<file path="src/logic/sfs_pkg.sv">
package sfs_pkg;
   localparam logic [11:0] SFS_CTRL_OFS = 12'h000;
   localparam logic [11:0] SFS_DATA_OFS = 12'h004;
   localparam logic [11:0] SFS_STAT_OFS = 12'h008;

   // control word, bit 0 is the enable
   typedef struct packed {
      logic [7:0] half_div;
      logic [3:0] dsize;
      logic cpha;
      logic cpol;
      logic slave;
      logic en;
   } sfs_ctrl_s;

   typedef struct packed {
      logic busy;
      logic rx_valid;
      logic tx_full;
   } sfs_stat_s;

   localparam logic [3:0] SFS_DSIZE_MIN = 4'h3;
   localparam logic [15:0] SFS_CTRL_RST = 16'h0070;
   localparam logic [2:0] SFS_SYNC_RST = 3'h2;

   typedef enum logic [1:0] {
      SFS_IDLE = 2'b00,
      SFS_LEAD = 2'b01,
      SFS_SHIFT = 2'b10,
      SFS_TAIL = 2'b11
   } sfs_state_e;
endpackage : sfs_pkg

</file>
<file path="src/logic/sfs_frame_seq.sv">
`timescale 1ns/1ps
`default_nettype none
module sfs_frame_seq
   import sfs_pkg::*;
(
   input wire logic pclk,
   input wire logic presetn,
   input wire logic ce,
   input wire logic psel,
   input wire logic penable,
   input wire logic pwrite,
   input wire logic [11:0] paddr,
   input wire logic [31:0] pwdata,
   output logic [31:0] prdata,
   output logic pready,
   output logic pslverr,
   input wire logic serial_clock_line_i,
   output logic serial_clock_line_o,
   output logic serial_clock_line_oe,
   input wire logic frame_select_line_i,
   output logic frame_select_line_o,
   output logic frame_select_line_oe,
   output logic serial_transmit_line_o,
   output logic serial_transmit_line_oe,
   input wire logic serial_receive_line_i
);

   function automatic logic bit_at(input logic [15:0] w, input logic [3:0] top);
      return w[top];
   endfunction : bit_at

   function automatic logic is_sample(input logic odd_edge, input logic cpha);
      return odd_edge ^ cpha;
   endfunction : is_sample

   function automatic logic [15:0] mask_word(input logic [15:0] w, input logic [3:0] top);
      logic [15:0] m;
      m = 16'hffff >> (4'hf - top);
      return w & m;
   endfunction : mask_word

   function automatic logic [5:0] edge_total(input logic [3:0] top);
      logic [4:0] n;
      n = {1'b0, top} + 5'h01;
      return {n, 1'b0};
   endfunction : edge_total

   sfs_ctrl_s ctrl_q;
   sfs_state_e st_q;
   logic [15:0] tx_data_q;
   logic tx_valid_q;
   logic [15:0] rx_data_q;
   logic rx_valid_q;
   logic rx_stb_q;
   logic [31:0] prdata_q;
   logic [2:0] meta_q;
   logic [2:0] sync_q;
   logic sclk_prev_q;
   logic fss_prev_q;
   logic [7:0] cnt_q;
   logic [5:0] edg_q;
   logic [3:0] bits_q;
   logic [15:0] sh_q;
   logic [15:0] rsh_q;
   logic sclk_q;
   logic fss_q;
   logic tx_q;
   logic txoe_q;

   logic sclk_s;
   logic fss_s;
   logic rx_s;
   logic tick;
   logic [5:0] nedge;
   logic m_samp;
   logic m_last;
   logic m_done;
   logic m_chain;
   logic s_edge;
   logic s_fall;
   logic s_samp;
   logic s_last;
   logic take;
   logic [15:0] load_word;
   logic [15:0] rx_next;
   logic wr_acc;
   logic rd_acc;
   logic hit;

   assign sclk_s = sync_q[2];
   assign fss_s = sync_q[1];
   assign rx_s = sync_q[0];

   // pins: two flops before use
   always_ff @(posedge pclk or negedge presetn) begin
      if (!presetn) begin
         meta_q <= SFS_SYNC_RST;
         sync_q <= SFS_SYNC_RST;
         sclk_prev_q <= 1'b0;
         fss_prev_q <= 1'b1;
      end else if (ce) begin
         meta_q <= {serial_clock_line_i, frame_select_line_i, serial_receive_line_i};
         sync_q <= meta_q;
         sclk_prev_q <= sync_q[2];
         fss_prev_q <= sync_q[1];
      end
   end

   always_comb begin
      tick = (cnt_q == 8'h00);
      nedge = edg_q + 6'h01;
      m_samp = is_sample(nedge[0], ctrl_q.cpha);
      m_last = (nedge == edge_total(ctrl_q.dsize));
      m_done = m_samp && ((nedge + {5'h00, ~ctrl_q.cpha}) == edge_total(ctrl_q.dsize));
      m_chain = m_last && ctrl_q.cpha && tx_valid_q && ctrl_q.en;
      s_edge = (sclk_s != sclk_prev_q) && !fss_s;
      s_fall = fss_prev_q && !fss_s;
      s_samp = s_edge && is_sample(sclk_s != ctrl_q.cpol, ctrl_q.cpha);
      s_last = s_samp && (bits_q == ctrl_q.dsize);
      load_word = tx_valid_q ? tx_data_q : 16'h0000;
      rx_next = mask_word({rsh_q[14:0], ctrl_q.slave ? rx_s : rx_s}, ctrl_q.dsize);
      take = 1'b0;
      if (ctrl_q.en && !ctrl_q.slave) begin
         if (st_q == SFS_IDLE) begin
            take = tx_valid_q;
         end else if (st_q == SFS_SHIFT && tick) begin
            take = m_chain;
         end
      end else if (ctrl_q.en && ctrl_q.slave && tx_valid_q) begin
         take = s_fall || (s_last && ctrl_q.cpha);
      end
   end

   // serial sequencer, master and slave
   always_ff @(posedge pclk or negedge presetn) begin
      if (!presetn) begin
         st_q <= SFS_IDLE;
         cnt_q <= 8'h00;
         edg_q <= 6'h00;
         bits_q <= 4'h0;
         sh_q <= 16'h0000;
         rsh_q <= 16'h0000;
         rx_data_q <= 16'h0000;
         rx_stb_q <= 1'b0;
         sclk_q <= 1'b0;
         fss_q <= 1'b1;
         tx_q <= 1'b0;
         txoe_q <= 1'b0;
      end else if (ce) begin
         rx_stb_q <= 1'b0;
         if (!ctrl_q.en || ctrl_q.slave) begin
            st_q <= SFS_IDLE;
            sclk_q <= ctrl_q.cpol;
            fss_q <= 1'b1;
            if (!ctrl_q.en || fss_s) begin
               tx_q <= 1'b0;
               txoe_q <= 1'b0;
               bits_q <= 4'h0;
            end else if (s_fall) begin
               txoe_q <= 1'b1;
               bits_q <= 4'h0;
               if (!ctrl_q.cpha) begin
                  tx_q <= bit_at(load_word, ctrl_q.dsize);
                  sh_q <= load_word << 1;
               end else begin
                  sh_q <= load_word;
               end
            end else if (s_samp) begin
               rsh_q <= {rsh_q[14:0], rx_s};
               if (s_last) begin
                  bits_q <= 4'h0;
                  rx_data_q <= rx_next;
                  rx_stb_q <= 1'b1;
                  if (ctrl_q.cpha) begin
                     sh_q <= load_word;
                  end
               end else begin
                  bits_q <= bits_q + 4'h1;
               end
            end else if (s_edge) begin
               tx_q <= bit_at(sh_q, ctrl_q.dsize);
               sh_q <= sh_q << 1;
            end
         end else begin
            unique case (st_q)
               SFS_IDLE: begin
                  sclk_q <= ctrl_q.cpol;
                  fss_q <= 1'b1;
                  tx_q <= 1'b0;
                  if (tx_valid_q) begin
                     sh_q <= tx_data_q;
                     fss_q <= 1'b0;
                     txoe_q <= 1'b1;
                     cnt_q <= ctrl_q.half_div;
                     edg_q <= 6'h00;
                     st_q <= SFS_LEAD;
                  end else begin
                     txoe_q <= 1'b0;
                  end
               end
               SFS_LEAD: begin
                  if (tick) begin
                     cnt_q <= ctrl_q.half_div;
                     st_q <= SFS_SHIFT;
                     tx_q <= bit_at(sh_q, ctrl_q.dsize);
                     sh_q <= sh_q << 1;
                     if (ctrl_q.cpha) begin
                        sclk_q <= ~sclk_q;
                        edg_q <= 6'h01;
                     end else begin
                        edg_q <= 6'h00;
                     end
                  end else begin
                     cnt_q <= cnt_q - 8'h01;
                  end
               end
               SFS_SHIFT: begin
                  if (tick) begin
                     cnt_q <= ctrl_q.half_div;
                     sclk_q <= ~sclk_q;
                     edg_q <= nedge;
                     if (m_samp) begin
                        rsh_q <= {rsh_q[14:0], rx_s};
                        if (m_done) begin
                           rx_data_q <= rx_next;
                           rx_stb_q <= 1'b1;
                        end
                     end else if (!m_last) begin
                        tx_q <= bit_at(sh_q, ctrl_q.dsize);
                        sh_q <= sh_q << 1;
                     end
                     if (m_chain) begin
                        sh_q <= tx_data_q;
                        edg_q <= 6'h00;
                        st_q <= SFS_LEAD;
                     end else if (m_last) begin
                        edg_q <= 6'h00;
                        st_q <= SFS_TAIL;
                     end
                  end else begin
                     cnt_q <= cnt_q - 8'h01;
                  end
               end
               SFS_TAIL: begin
                  if (tick) begin
                     cnt_q <= ctrl_q.half_div;
                     if (edg_q == {5'h00, ctrl_q.cpha}) begin
                        fss_q <= 1'b1;
                        tx_q <= 1'b0;
                        txoe_q <= 1'b0;
                        st_q <= SFS_IDLE;
                     end else begin
                        edg_q <= nedge;
                     end
                  end else begin
                     cnt_q <= cnt_q - 8'h01;
                  end
               end
            endcase
         end
      end
   end

   assign hit = (paddr == SFS_CTRL_OFS) || (paddr == SFS_DATA_OFS) || (paddr == SFS_STAT_OFS);
   assign wr_acc = psel && penable && pwrite && hit;
   assign rd_acc = psel && penable && !pwrite && (paddr == SFS_DATA_OFS);

   // register file
   always_ff @(posedge pclk or negedge presetn) begin
      if (!presetn) begin
         ctrl_q <= sfs_ctrl_s'(SFS_CTRL_RST);
         tx_data_q <= 16'h0000;
         tx_valid_q <= 1'b0;
         rx_valid_q <= 1'b0;
      end else if (ce) begin
         if (wr_acc && paddr == SFS_CTRL_OFS) begin
            ctrl_q <= sfs_ctrl_s'(pwdata[15:0]);
            if (pwdata[7:4] < SFS_DSIZE_MIN) begin
               ctrl_q.dsize <= SFS_DSIZE_MIN;
            end
         end
         if (wr_acc && paddr == SFS_DATA_OFS && (!tx_valid_q || take)) begin
            tx_data_q <= pwdata[15:0];
            tx_valid_q <= 1'b1;
         end else if (take) begin
            tx_valid_q <= 1'b0;
         end
         if (rx_stb_q) begin
            rx_valid_q <= 1'b1;
         end else if (rd_acc) begin
            rx_valid_q <= 1'b0;
         end
      end
   end

   // read data captured in the setup cycle
   always_ff @(posedge pclk or negedge presetn) begin
      if (!presetn) begin
         prdata_q <= 32'h0000_0000;
      end else if (ce && psel && !penable) begin
         if (paddr == SFS_CTRL_OFS) begin
            prdata_q <= {16'h0000, ctrl_q};
         end else if (paddr == SFS_DATA_OFS) begin
            prdata_q <= {16'h0000, rx_data_q};
         end else if (paddr == SFS_STAT_OFS) begin
            prdata_q <= {29'h0000_0000, sfs_stat_s'({st_q != SFS_IDLE || txoe_q,
                                                    rx_valid_q, tx_valid_q})};
         end else begin
            prdata_q <= 32'h0000_0000;
         end
      end
   end

   assign prdata = prdata_q;
   assign pready = 1'b1;
   assign pslverr = psel && penable && !hit;
   assign serial_clock_line_o = sclk_q;
   assign serial_clock_line_oe = !ctrl_q.slave;
   assign frame_select_line_o = fss_q;
   assign frame_select_line_oe = !ctrl_q.slave;
   assign serial_transmit_line_o = tx_q;
   assign serial_transmit_line_oe = txoe_q;
endmodule : sfs_frame_seq
`default_nettype wire

</file>
<file path="config.mk">
export PLATFORM = sky130hd
export DESIGN_NAME = sfs_frame_seq
export DESIGN_NICKNAME = d
export VERILOG_FILES = /design/src/logic/sfs_pkg.sv /design/src/logic/sfs_frame_seq.sv
export SDC_FILE = /design/constraint.sdc
export NUM_CORES = 1
export LEC_CHECK = 0
export ABC_AREA = 1
export BUFFER_PORTS_ARGS = -buffer_cell sky130_fd_sc_hd__buf_2
export CORE_ASPECT_RATIO = 1.1
export CORE_MARGIN = 4
export CORE_UTILIZATION = 50
export DETAILED_ROUTE_END_ITERATION = 16
export PLACE_DENSITY_LB_ADDON = 0.05
export SETUP_SLACK_MARGIN = 0.4
export SKIP_LAST_GASP = 1
export SLEW_MARGIN = 10
export SYNTH_ARGS = -nofsm -noshare
export SYNTH_HDL_FRONTEND = slang
export SYNTH_SLANG_ARGS = --single-unit
</file>
<file path="constraint.sdc">
create_clock -name pclk -period 7.2 [get_ports pclk]
set_clock_uncertainty 0.15 [all_clocks]
set_input_delay 1.44 -clock pclk [delete_from_list [all_inputs] [get_ports pclk]]
set_output_delay 1.44 -clock pclk [all_outputs]
set_load 0.02 [all_outputs]
</file>
==> results of run 1 <==
==> flip-flops by register name, indices dropped and copies added, names as in the netlist, 4 cells and up <==
register	count
rx_data_q	16
bits_q	4
sh_q	16
edg_q	6
ctrl_q	16
prdata	16
rsh_q	15
tx_data_q	16
cnt_q	8
==> cells in the mapped netlist (4+ instances only) <==
library cell / number / area, µm²
a21oi_1: 53 / 265.3
a21oi_2: 10 / 87.58
a221oi_1: 13 / 113.9
buf_2: 11 / 55.05
buf_4: 24 / 180.2
buf_6: 5 / 56.30
clkbuf_1: 22 / 82.58
dfrtp_1: 123 / 3078
dfstp_2: 7 / 183.9
ha_1: 14 / 175.2
inv_1: 139 / 521.8
inv_2: 7 / 26.28
mux2_2: 16 / 180.2
nand2_1: 297 / 1115
nand2_2: 16 / 100.1
nand3_1: 77 / 385.4
nand3_2: 4 / 40.04
nand4_1: 10 / 62.56
nor2_1: 143 / 536.8
nor2_2: 6 / 37.54
nor3_1: 11 / 55.05
nor3b_1: 4 / 30.03
o211ai_1: 7 / 52.55
o21ai_0: 78 / 390.4
o21ai_1: 19 / 95.09
o22ai_1: 7 / 43.79
xor2_1: 6 / 52.55
==> metal layers <==
metal / vias to the layer above / GRT usage, % / share of wire (%)
li1: 3776 / - / -
met1: 3590 / 38.63 / 48
met2: 214 / 41.31 / 45
met3: 28 / 4.527 / 5.2
met4: 0 / 7.363 / 1.8
met5: - / 0 / 0
==> worst min path at each step <==
stage / slack (ns) / from / depth (start not counted) / endpoint
detailed placement: 0.31 / meta_q[1] / 2 / meta_q[1]
global placement: 0.30 / meta_q[1] / 2 / meta_q[1]
global route: 0.34 / meta_q[1] / 2 / meta_q[1]
finish: 0.32 / meta_q[1] / 2 / meta_q[1]
CTS: 0.32 / meta_q[1] / 2 / meta_q[1]
floorplan: 0.29 / meta_q[0] / 2 / meta_q[0]
==> tightest hold or removal path, stage by stage (launching register included) <==
cell and delay, ns:
dfstp_2 0.36, nand2_1 0.06, nand2_1 0.05
==> kinds of logic (layout without fill, tap and decap cells) <==
kind of cell               Yosys count  count (layout)  synth area share (%)
buffers and inverters              214             245                 11.42
DFF                                130             130                 39.33
muxes                               16              16                 2.173
AOI/OAI and AO/OA                  200             200                 13.88
adders and majority gates           14              14                 2.112
xor gates and xnor gates             9               9                 1.041
other                                2              17               0.09056
and+or+nand+nor                    580             580                 29.95
==> power groups by stage <==
| stage | clock, mW | sequential [mW] | combinational, mW |
|---|---|---|---|
| 2_1_floorplan | 0 | 0.788 | 0.0718 |
| 3_3_place_gp | 0 | 0.775 | 0.135 |
| 3_5_place_dp | 0 | 0.775 | 0.136 |
| 4_1_cts | 0.849 | 0.762 | 0.136 |
| 5_1_grt | 0.883 | 0.764 | 0.151 |
| 6_report | 0.840 | 0.762 | 0.136 |
==> final cells by class <==
cell class,count,share of cell area [%]
clock buffers,17,4.668
clock inverters,15,1.469
inverters,150,6.205
multi-input cells,836,45.43
flip-flops and latches,130,35.79
well taps,204,2.801
repair buffers,63,3.638
==> per-stage QoR <==
| step | worst slack, ns | cells | util [%] |
|---|---|---|---|
| floorplan | 3.062 | 1180 | - |
| CTS | 2.932 | 1415 | 55.88 |
| global placement | 3.038 | 1383 | 52.46 |
| detailed placement | 2.981 | 1383 | 52.46 |
| finish | 2.962 | 1415 | 55.88 |
| global route | 2.602 | 1415 | 55.88 |
==> impl_metrics.yaml, run 1 <==
power:
  total_power_mw: 1.737
  peakVddDrop_uv: 185.7
  power_frac_comb_pct: 7.8
  clockPowerShare_pct: 48.3
  p_leak_nw: 4.549
  power-per-cell-area_nw_per_um2: 190.6
  p_seq_share_pct: 43.9
  switching_share_pct: 28.42
  p_sw_mw: 0.4936
  internal-power_mw: 1.244
worst_setup_path:
  startpoint_type: "flop"
  cp.required_ns: 7.37
  cp.arrival_ns: 4.41
  reg2reg_to: "rx_data_q[1]"
  crit_chain: "clkinv_1 > ha_1 > ha_1 > nand2_1 > nor3b_1 > nand3_1 > o21ai_1 > nand2_1 > o21ai_1"
  critPathKind: "reg2reg"
  crit_fanout: 31
  reg2reg_depth: 9
  crit_slowest_cell: "clkinv_1"
  slowest_delay_ns: 0.75
  worstReg2RegStart: "ctrl_q[3]"
  cp-startpoint: "ctrl_q[3]"
  endpoint: "rx_data_q[1]"
  endpoint_kind: "flop"
  cp.buffers_inverters: 1
  regToRegSetupSlack_ns: 2.96
  crit_family: "simple AND/OR/NAND/NOR gates"
  path_depth: 9
outcome:
  status: "completed"
detailed_routing:
  drt_first_pass_iters: 5
  drc_errors: 0
  wl_um: 23720
  drt-initial-drc-count: 634
  num_vias: 7608
  detail_route.vias_per_cell: 5.377
  postRouteAntennaNets: 0
  wl_per_cell_um: 16.76
floorplan:
  dieWidth_um: 130.8
  initial_core_util_pct: 50.85
  dieArea_um2: 18710
  io_pins: 93
  die_h_um: 143.1
  num_rows: 49
  coreArea_um2: 16310
clock_tree:
  clk_latency_ns: 0.42
  cts_tree: "yes"
  cts_root_buffer: "clkbuf_16"
  clock-sinks: 130
  cts_buffers: 17
  cts.hold.buffers_added: 0
  clkTransAtPathRegs_ns: 0.07
  cts_resized: 0
  post_cts.repair.setup_buffers: 0
  cts_buffer_depth: 2
  cts_max_level: 4
global_routing:
  track_usage_pct: 26.66
  gr-total-overflow: 0
  grt_pass1_wl_um: 38720
  antenna_found_initial: 0
  grt_pass1_vias: 7198
  grt_max_degree: 68
logic_synthesis:
  syn_inst: 1165
  syn_avg_cell_area_um2: 7.118
  ys.flop_type: "dfrtp_1"
  syn_area_um2: 8293
  yosysUniqueCellTypes: 47
  async_flop_share_pct: 100.0
  ys_seq_elements: 130
  yosysWarnings: 0
  seq_area_frac_synth_pct: 39.33
  synth-edff-count: 0
layout:
  fin_area_um2: 9114
  seq_area_um2: 3262
  drive_above_1_share_pct: 14.37
  syn2layout_area_growth_pct: 9.897
  num-nets-final: 1265
  layout_commonest_cell: "nand2_1"
  layout_common_cells: "nand2_1, nor2_1, inv_1"
  multi_input_area_um2: 4140
  antennaDiodeCount: 0
  fillers: 1637
placement:
  port_buffers: 59
  dpl.hpwl_um: 16800
  placed_area_um2: 8554
  gp_congestion: 0.8800
job:
  drv_cap: 0
timing:
  whs_ns: 0.3225
  worst_pin_slew_ns: 1.040
  post-route-period-util_pct: 58.86
  report.final.setup_viol: 0
  setup-tns-final_ns: 0
  fmax_ghz: 0.2359
  hold_violations: 0
  min_period_ns: 4.238
  slew-limit-headroom_pct: 30.30
  rsz0062_at_grt: "no"
  finalMaxSlewViolations: 0
min_path:
  min_path_type: "reg2reg"
(Power assumes the default switching activity.)
==> run 2: changes to the inputs <==
--- a/config.mk
+++ b/config.mk
@@ -5,7 +5,7 @@
 export SDC_FILE = /design/constraint.sdc
 export NUM_CORES = 1
 export LEC_CHECK = 0
-export ABC_AREA = 1
+export ABC_AREA = 0
 export BUFFER_PORTS_ARGS = -buffer_cell sky130_fd_sc_hd__buf_2
 export CORE_ASPECT_RATIO = 1.1
 export CORE_MARGIN = 4
==> constraint.sdc (replaced) <==
create_clock -name pclk -period 3.45 [get_ports pclk]
set_clock_uncertainty 0.15 [all_clocks]
set_input_delay 0.69 -clock pclk [delete_from_list [all_inputs] [get_ports pclk]]
set_output_delay 0.69 -clock pclk [all_outputs]
set_load 0.02 [all_outputs]
==> impl_metrics.yaml, run 2 <==
outcome:
  status: "completed"
logic_synthesis:
  yosysUniqueCellTypes: 71
  syn_area_um2: 7466
  seq_area_frac_synth_pct: 43.69
  synth-edff-count: 0
  synth_top_area_share_pct: 41.23
  ys_seq_elements: 130
  syn_avg_cell_area_um2: 10.10
  ys.flop_type: "dfrtp_1"
  syn_inst: 739
  yosysMostFrequentCell: "dfrtp_1"
  synthTopCellsByCount: "dfrtp_1, o21ai_0, nand2_1, mux2_2, nor2_1"
  yosys-top-cells-area: "dfrtp_1, mux2_2, o21ai_0"
  yosysWarnings: 0
  yosysTopAreaCell: "dfrtp_1"
  async_flop_share_pct: 100.0
detailed_routing:
  postRouteAntennaNets: 0
  drt-initial-drc-count: 368
  wl_per_cell_um: 19.71
  num_vias: 6117
  drt_first_pass_iters: 5
  drc_errors: 0
  detail_route.vias_per_cell: 5.916
  wl_um: 20380
worst_setup_path:
  reg2reg_depth: 11
  reg2reg_to: "tx_data_q[13]"
  cp-startpoint: "ctrl_q[4]"
  critPathKind: "reg2reg"
  cp.required_ns: 3.61
  regToRegSetupSlack_ns: 0.30
  critPathMostFrequentCell: "buf_6"
  crit_family: "simple AND/OR/NAND/NOR gates"
  startpoint_type: "flop"
  cp.buffers_inverters: 4
  slowest_delay_ns: 0.60
  crit_fanout: 8
  crit_chain: "buf_6 > buf_6 > inv_4 > ha_4 > xnor2_4 > nand3_4 > or4b_4 > o21ai_4 > o221a_4 > buf_12 > mux2_4"
  crit_slowest_cell: "or4b_4"
  cp.arrival_ns: 3.30
  worstReg2RegStart: "ctrl_q[4]"
  path_depth: 11
  endpoint_kind: "flop"
  endpoint: "tx_data_q[13]"
timing:
  finalMaxSlewViolations: 0
  worst_pin_slew_ns: 1.002
  fmax_ghz: 0.3179
  report.final.setup_viol: 0
  hold_violations: 0
  post-route-period-util_pct: 91.18
  min_period_ns: 3.146
  rsz0062_at_grt: "yes"
  setup-tns-final_ns: 0
  slew-limit-headroom_pct: 33.01
layout:
  antennaDiodeCount: 0
  layout_common_cells: "dfrtp_1, o21ai_0, nand2_1"
  fillers: 1246
  drive_above_1_share_pct: 32.30
  final_util_pct: 63.10
  syn2layout_area_growth_pct: 22.59
  layout_commonest_cell: "dfrtp_1"
  multi_input_area_um2: 4079
  seq_area_um2: 3262
  num-nets-final: 897
global_routing:
  grt_pass1_vias: 6045
  grt_pass1_wl_um: 32880
  met2_usage_pct: 39.84
  grt.met3_usage_pct: 4.519
  antenna_found_initial: 0
  grt-busiest-layer: "met2"
  grt_max_degree: 53
  track_usage_pct: 24.55
  grt_use_met1_pct: 33.86
  gr-total-overflow: 0
placement:
  port_buffers: 59
  dpl.hpwl_um: 14460
  gp_congestion: 0.8891
power:
  p_leak_nw: 4.208
  peakVddDrop_uv: 368.4
  power-per-cell-area_nw_per_um2: 435.3
floorplan:
  num_rows: 46
  initial_core_util_pct: 51.48
  io_pins: 93
  die_h_um: 136.2
  coreArea_um2: 14500
  dieWidth_um: 124.5
  dieArea_um2: 16950
clock_tree:
  cts_buffer_depth: 2
  clock-sinks: 130
  cts_root_buffer: "clkbuf_16"
  clkTransAtPathRegs_ns: 0.06
  cts.hold.buffers_added: 0
  cts_buffers: 17
  cts_max_level: 4
  cts_tree: "yes"
  clk_latency_ns: 0.42
min_path:
  min_path_type: "in2async"
job:
  drv_cap: 0
==> run 2: cell types whose count changed in the layout (fill, tap and decap cells not counted), moves of 28 or more <==
cell and change:
buf_4 +41, inv_1 -116, mux2_2 +32, mux2_4 +28
nand2_1 -233, nand3_1 -43, nor2_1 -106
==> run 2: metal layers <==
layer | part of all wire (%) | wire length [µm]
met5 | 0 | 0
met4 | 1.7 | 337
met3 | 4.5 | 921
met2 | 48 | 9724
met1 | 46 | 9391
==> run 2: worst min path at each step <==
stage                          from  depth (start not counted)  slack, ns           to
final                       presetn                          1       0.16  sclk_prev_q
after global routing        presetn                          1       0.21  sclk_prev_q
after CTS                   presetn                          1       0.18     edg_q[5]
after detailed placement  prdata[8]                          2       0.32    prdata[8]
after global placement    prdata[1]                          2       0.31    prdata[1]
after floorplan             presetn                          0       0.24    bits_q[0]
==> run 2: layout make-up <==
cell class / count / share of cell area [%]
Timing Repair Buffer: 114 / 9.023
Sequential cell: 130 / 35.64
Clock inverter: 14 / 2.228
Inverter: 29 / 1.271
Clock buffer: 17 / 4.648
Tap cell: 192 / 2.625
Multi-Input combinational cell: 538 / 44.57
==> run 2: timing repair <==
action	4_1_cts	5_1_grt
pin swaps	8	11
gates resized for setup	13	14
cloned	1	1
buffers inserted	15	6
setup endpoints to repair	48	47
==> run 2: report_power, final <==
part           switching, mW  internal, mW  leakage, nW  total, mW
combinational          0.237         0.161         2.20      0.398
sequential            0.0740          1.58         1.69       1.66
clock                  0.711          1.22        0.309       1.93
total                   1.02          2.96         4.21       3.98
==> run 2: logic make-up after synthesis <==
| kind of cell | synth area share, % |
|---|---|
| AND/OR/NAND/NOR | 13.44 |
| AO/OA/AOI/OAI | 15.85 |
| flip-flops | 43.69 |
| multiplexers | 16.21 |
| buffers and inverters | 5.798 |
| XOR/XNOR | 2.564 |
| adder cells (fa/ha/maj) | 2.346 |
| other | 0.1006 |
==> run 2: metrics by stage <==
| stage | std cells | total power [mW] | setup slack, ns | cell area [µm²] | hold WS (ns) |
|---|---|---|---|---|---|
| floorplan | 754 | 1.920 | 0.3070 | 7695 | 0.2444 |
| global placement | 980 | 2.046 | 0.07789 | 8149 | 0.3119 |
| detailed placement | 980 | 2.060 | 0.05113 | 8149 | 0.3230 |
| CTS | 1027 | 4.004 | 0.3403 | 9005 | 0.1824 |
| global route | 1034 | 4.151 | 0.2440 | 9153 | 0.2073 |
| finish | 1034 | 3.984 | 0.3042 | 9153 | 0.1603 |
==> run 3: changes to the inputs <==
--- a/config.mk
+++ b/config.mk
@@ -10,8 +10,9 @@
 export CORE_ASPECT_RATIO = 1.1
 export CORE_MARGIN = 4
 export CORE_UTILIZATION = 50
+export CTS_BUF_LIST = sky130_fd_sc_hd__clkbuf_16
 export DETAILED_ROUTE_END_ITERATION = 16
-export PLACE_DENSITY_LB_ADDON = 0.05
+export PLACE_DENSITY = 0.7
 export SETUP_SLACK_MARGIN = 0.4
 export SKIP_LAST_GASP = 1
 export SLEW_MARGIN = 10
==> impl_metrics.yaml, run 3 (synthesis results as in run 2) <==
timing:
  whs_ns: 0.1387
  setup-tns-final_ns: 0
  min_period_ns: 3.164
  post-route-period-util_pct: 91.70
  slew-limit-headroom_pct: 32.98
  report.final.setup_viol: 0
  rsz0062_at_grt: "yes"
  hold_violations: 0
  finalMaxSlewViolations: 0
  worst_pin_slew_ns: 1.002
  fmax_ghz: 0.3161
detailed_routing:
  wl_per_cell_um: 19.32
  drt-initial-drc-count: 512
  drt_first_pass_iters: 8
  wl_um: 19700
  detail_route.vias_per_cell: 5.998
  num_vias: 6118
  drc_errors: 0
  postRouteAntennaNets: 0
global_routing:
  grt_max_degree: 57
  antenna_found_initial: 0
  gr-total-overflow: 0
  grt_pass1_vias: 6034
  track_usage_pct: 23.69
  grt_pass1_wl_um: 31910
power:
  p_seq_share_pct: 44.4
  switching_share_pct: 27.96
  p_leak_nw: 4.073
  clockPowerShare_pct: 44.8
  internal-power_mw: 2.685
  p_sw_mw: 1.042
  power-per-cell-area_nw_per_um2: 419.0
  power_frac_comb_pct: 10.8
  peakVddDrop_uv: 352.2
layout:
  antennaDiodeCount: 0
  drive_above_1_share_pct: 31.16
  seq_area_um2: 3262
  num-nets-final: 882
  layout_common_cells: "dfrtp_1, o21ai_0, nand2_1"
  layout_commonest_cell: "dfrtp_1"
  multi_input_area_um2: 4049
  final_util_pct: 61.33
  fillers: 1201
  syn2layout_area_growth_pct: 19.14
clock_tree:
  cts_root_buffer: "clkbuf_16"
  cts_buffers: 17
  cts_tree: "yes"
  clock-sinks: 130
  cts_buffer_depth: 2
  clk_latency_ns: 0.42
  cts_max_level: 4
  cts.hold.buffers_added: 0
  clkTransAtPathRegs_ns: 0.06
floorplan:
  dieWidth_um: 124.5
  dieArea_um2: 16950
  die_h_um: 136.2
  coreArea_um2: 14500
  initial_core_util_pct: 51.48
  io_pins: 93
  num_rows: 46
worst_setup_path:
  worstReg2RegStart: "ctrl_q[5]"
  regToRegSetupSlack_ns: 0.29
  endpoint: "sh_q[13]"
  reg2reg_depth: 10
  cp.required_ns: 3.61
  reg2reg_to: "sh_q[13]"
  crit_fanout: 9
  cp-startpoint: "ctrl_q[5]"
  cp.arrival_ns: 3.32
  startpoint_type: "flop"
  critPathKind: "reg2reg"
  endpoint_kind: "flop"
outcome:
  status: "completed"
placement:
  gp_congestion: 0.9517
  port_buffers: 59
  dpl.hpwl_um: 13930
min_path:
  min_path_type: "in2async"
job:
  drv_cap: 0
run 3: changes by cell type in the layout (fill, tap and decap cells not counted), moves of 2 or more:
cell        before  now
clkinvlp_4       0    2
clkinv_4         5    1
inv_8            0    2
inv_6            5    8
xnor2_1          5    7
buf_4           45   34
bufinv_16        4    0
a32oi_2          0    2
buf_6            4    2
buf_12           5    3
a32oi_1          4    2
run 3: how the worst min path moves through the flow:
stage | startpoint | endpoint
after floorplan | presetn | bits_q[0]
after global placement | prdata[4] | prdata[4]
after detailed placement | prdata[1] | prdata[1]
after CTS | presetn | ctrl_q[0]
after global routing | presetn | ctrl_q[2]
final | presetn | sync_q[0]
run 3: power groups by stage:
stage / Combinational [mW] / Sequential [mW] / Clock (mW)
after floorplan: 0.280 / 1.64 / 0
after global placement: 0.366 / 1.67 / 0
after detailed placement: 0.374 / 1.68 / 0
after CTS: 0.396 / 1.65 / 1.70
after global routing: 0.444 / 1.66 / 1.77
final: 0.403 / 1.65 / 1.67
run 3: what timing repair did:
action,4_1_cts,5_1_grt
resized for setup,15,7
gates cloned,2,0
endpoints found under the setup margin,32,34
pin swaps,11,6
hold endpoints to repair,0,0
buffers inserted,6,6
run 3: cell type report:
type | count | area share (%)
Sequential cell | 130 | 36.67
Tap cell | 192 | 2.701
Timing Repair Buffer | 99 | 7.680
Clock inverter | 15 | 1.364
Clock buffer | 17 | 4.783
Multi-Input combinational cell | 538 | 45.52
Inverter | 29 | 1.280
run 3: routing by layer:
layer  vias up  track usage (%)  routed length [µm]
li1       2808                -                   -
met1      3034            30.43                8428
met2       233            38.97                9550
met3        43            4.715                1142
met4         0            10.90                 581
met5         -                0                   0
run 3: metrics by stage:
stage / std cells / setup WS, ns / power, mW / area, µm²
global route: 1020 / 0.1860 / 3.874 / 8895
global placement: 974 / 0.2570 / 2.039 / 8104
finish: 1020 / 0.2863 / 3.727 / 8895
CTS: 1014 / 0.2952 / 3.745 / 8810
detailed placement: 974 / 0.2187 / 2.052 / 8104
floorplan: 754 / 0.3070 / 1.920 / 7695
run 3: worst max-delay path: stages, from the launching register on:
cell and delay (ns):
dfstp_2 0.56, buf_4 0.20, inv_2 0.07, ha_4 0.25, xnor2_2 0.19, nand3_2 0.15, or4b_4 0.54, buf_6 0.14
a21o_4 0.22, a221o_1 0.32, mux2_4 0.26
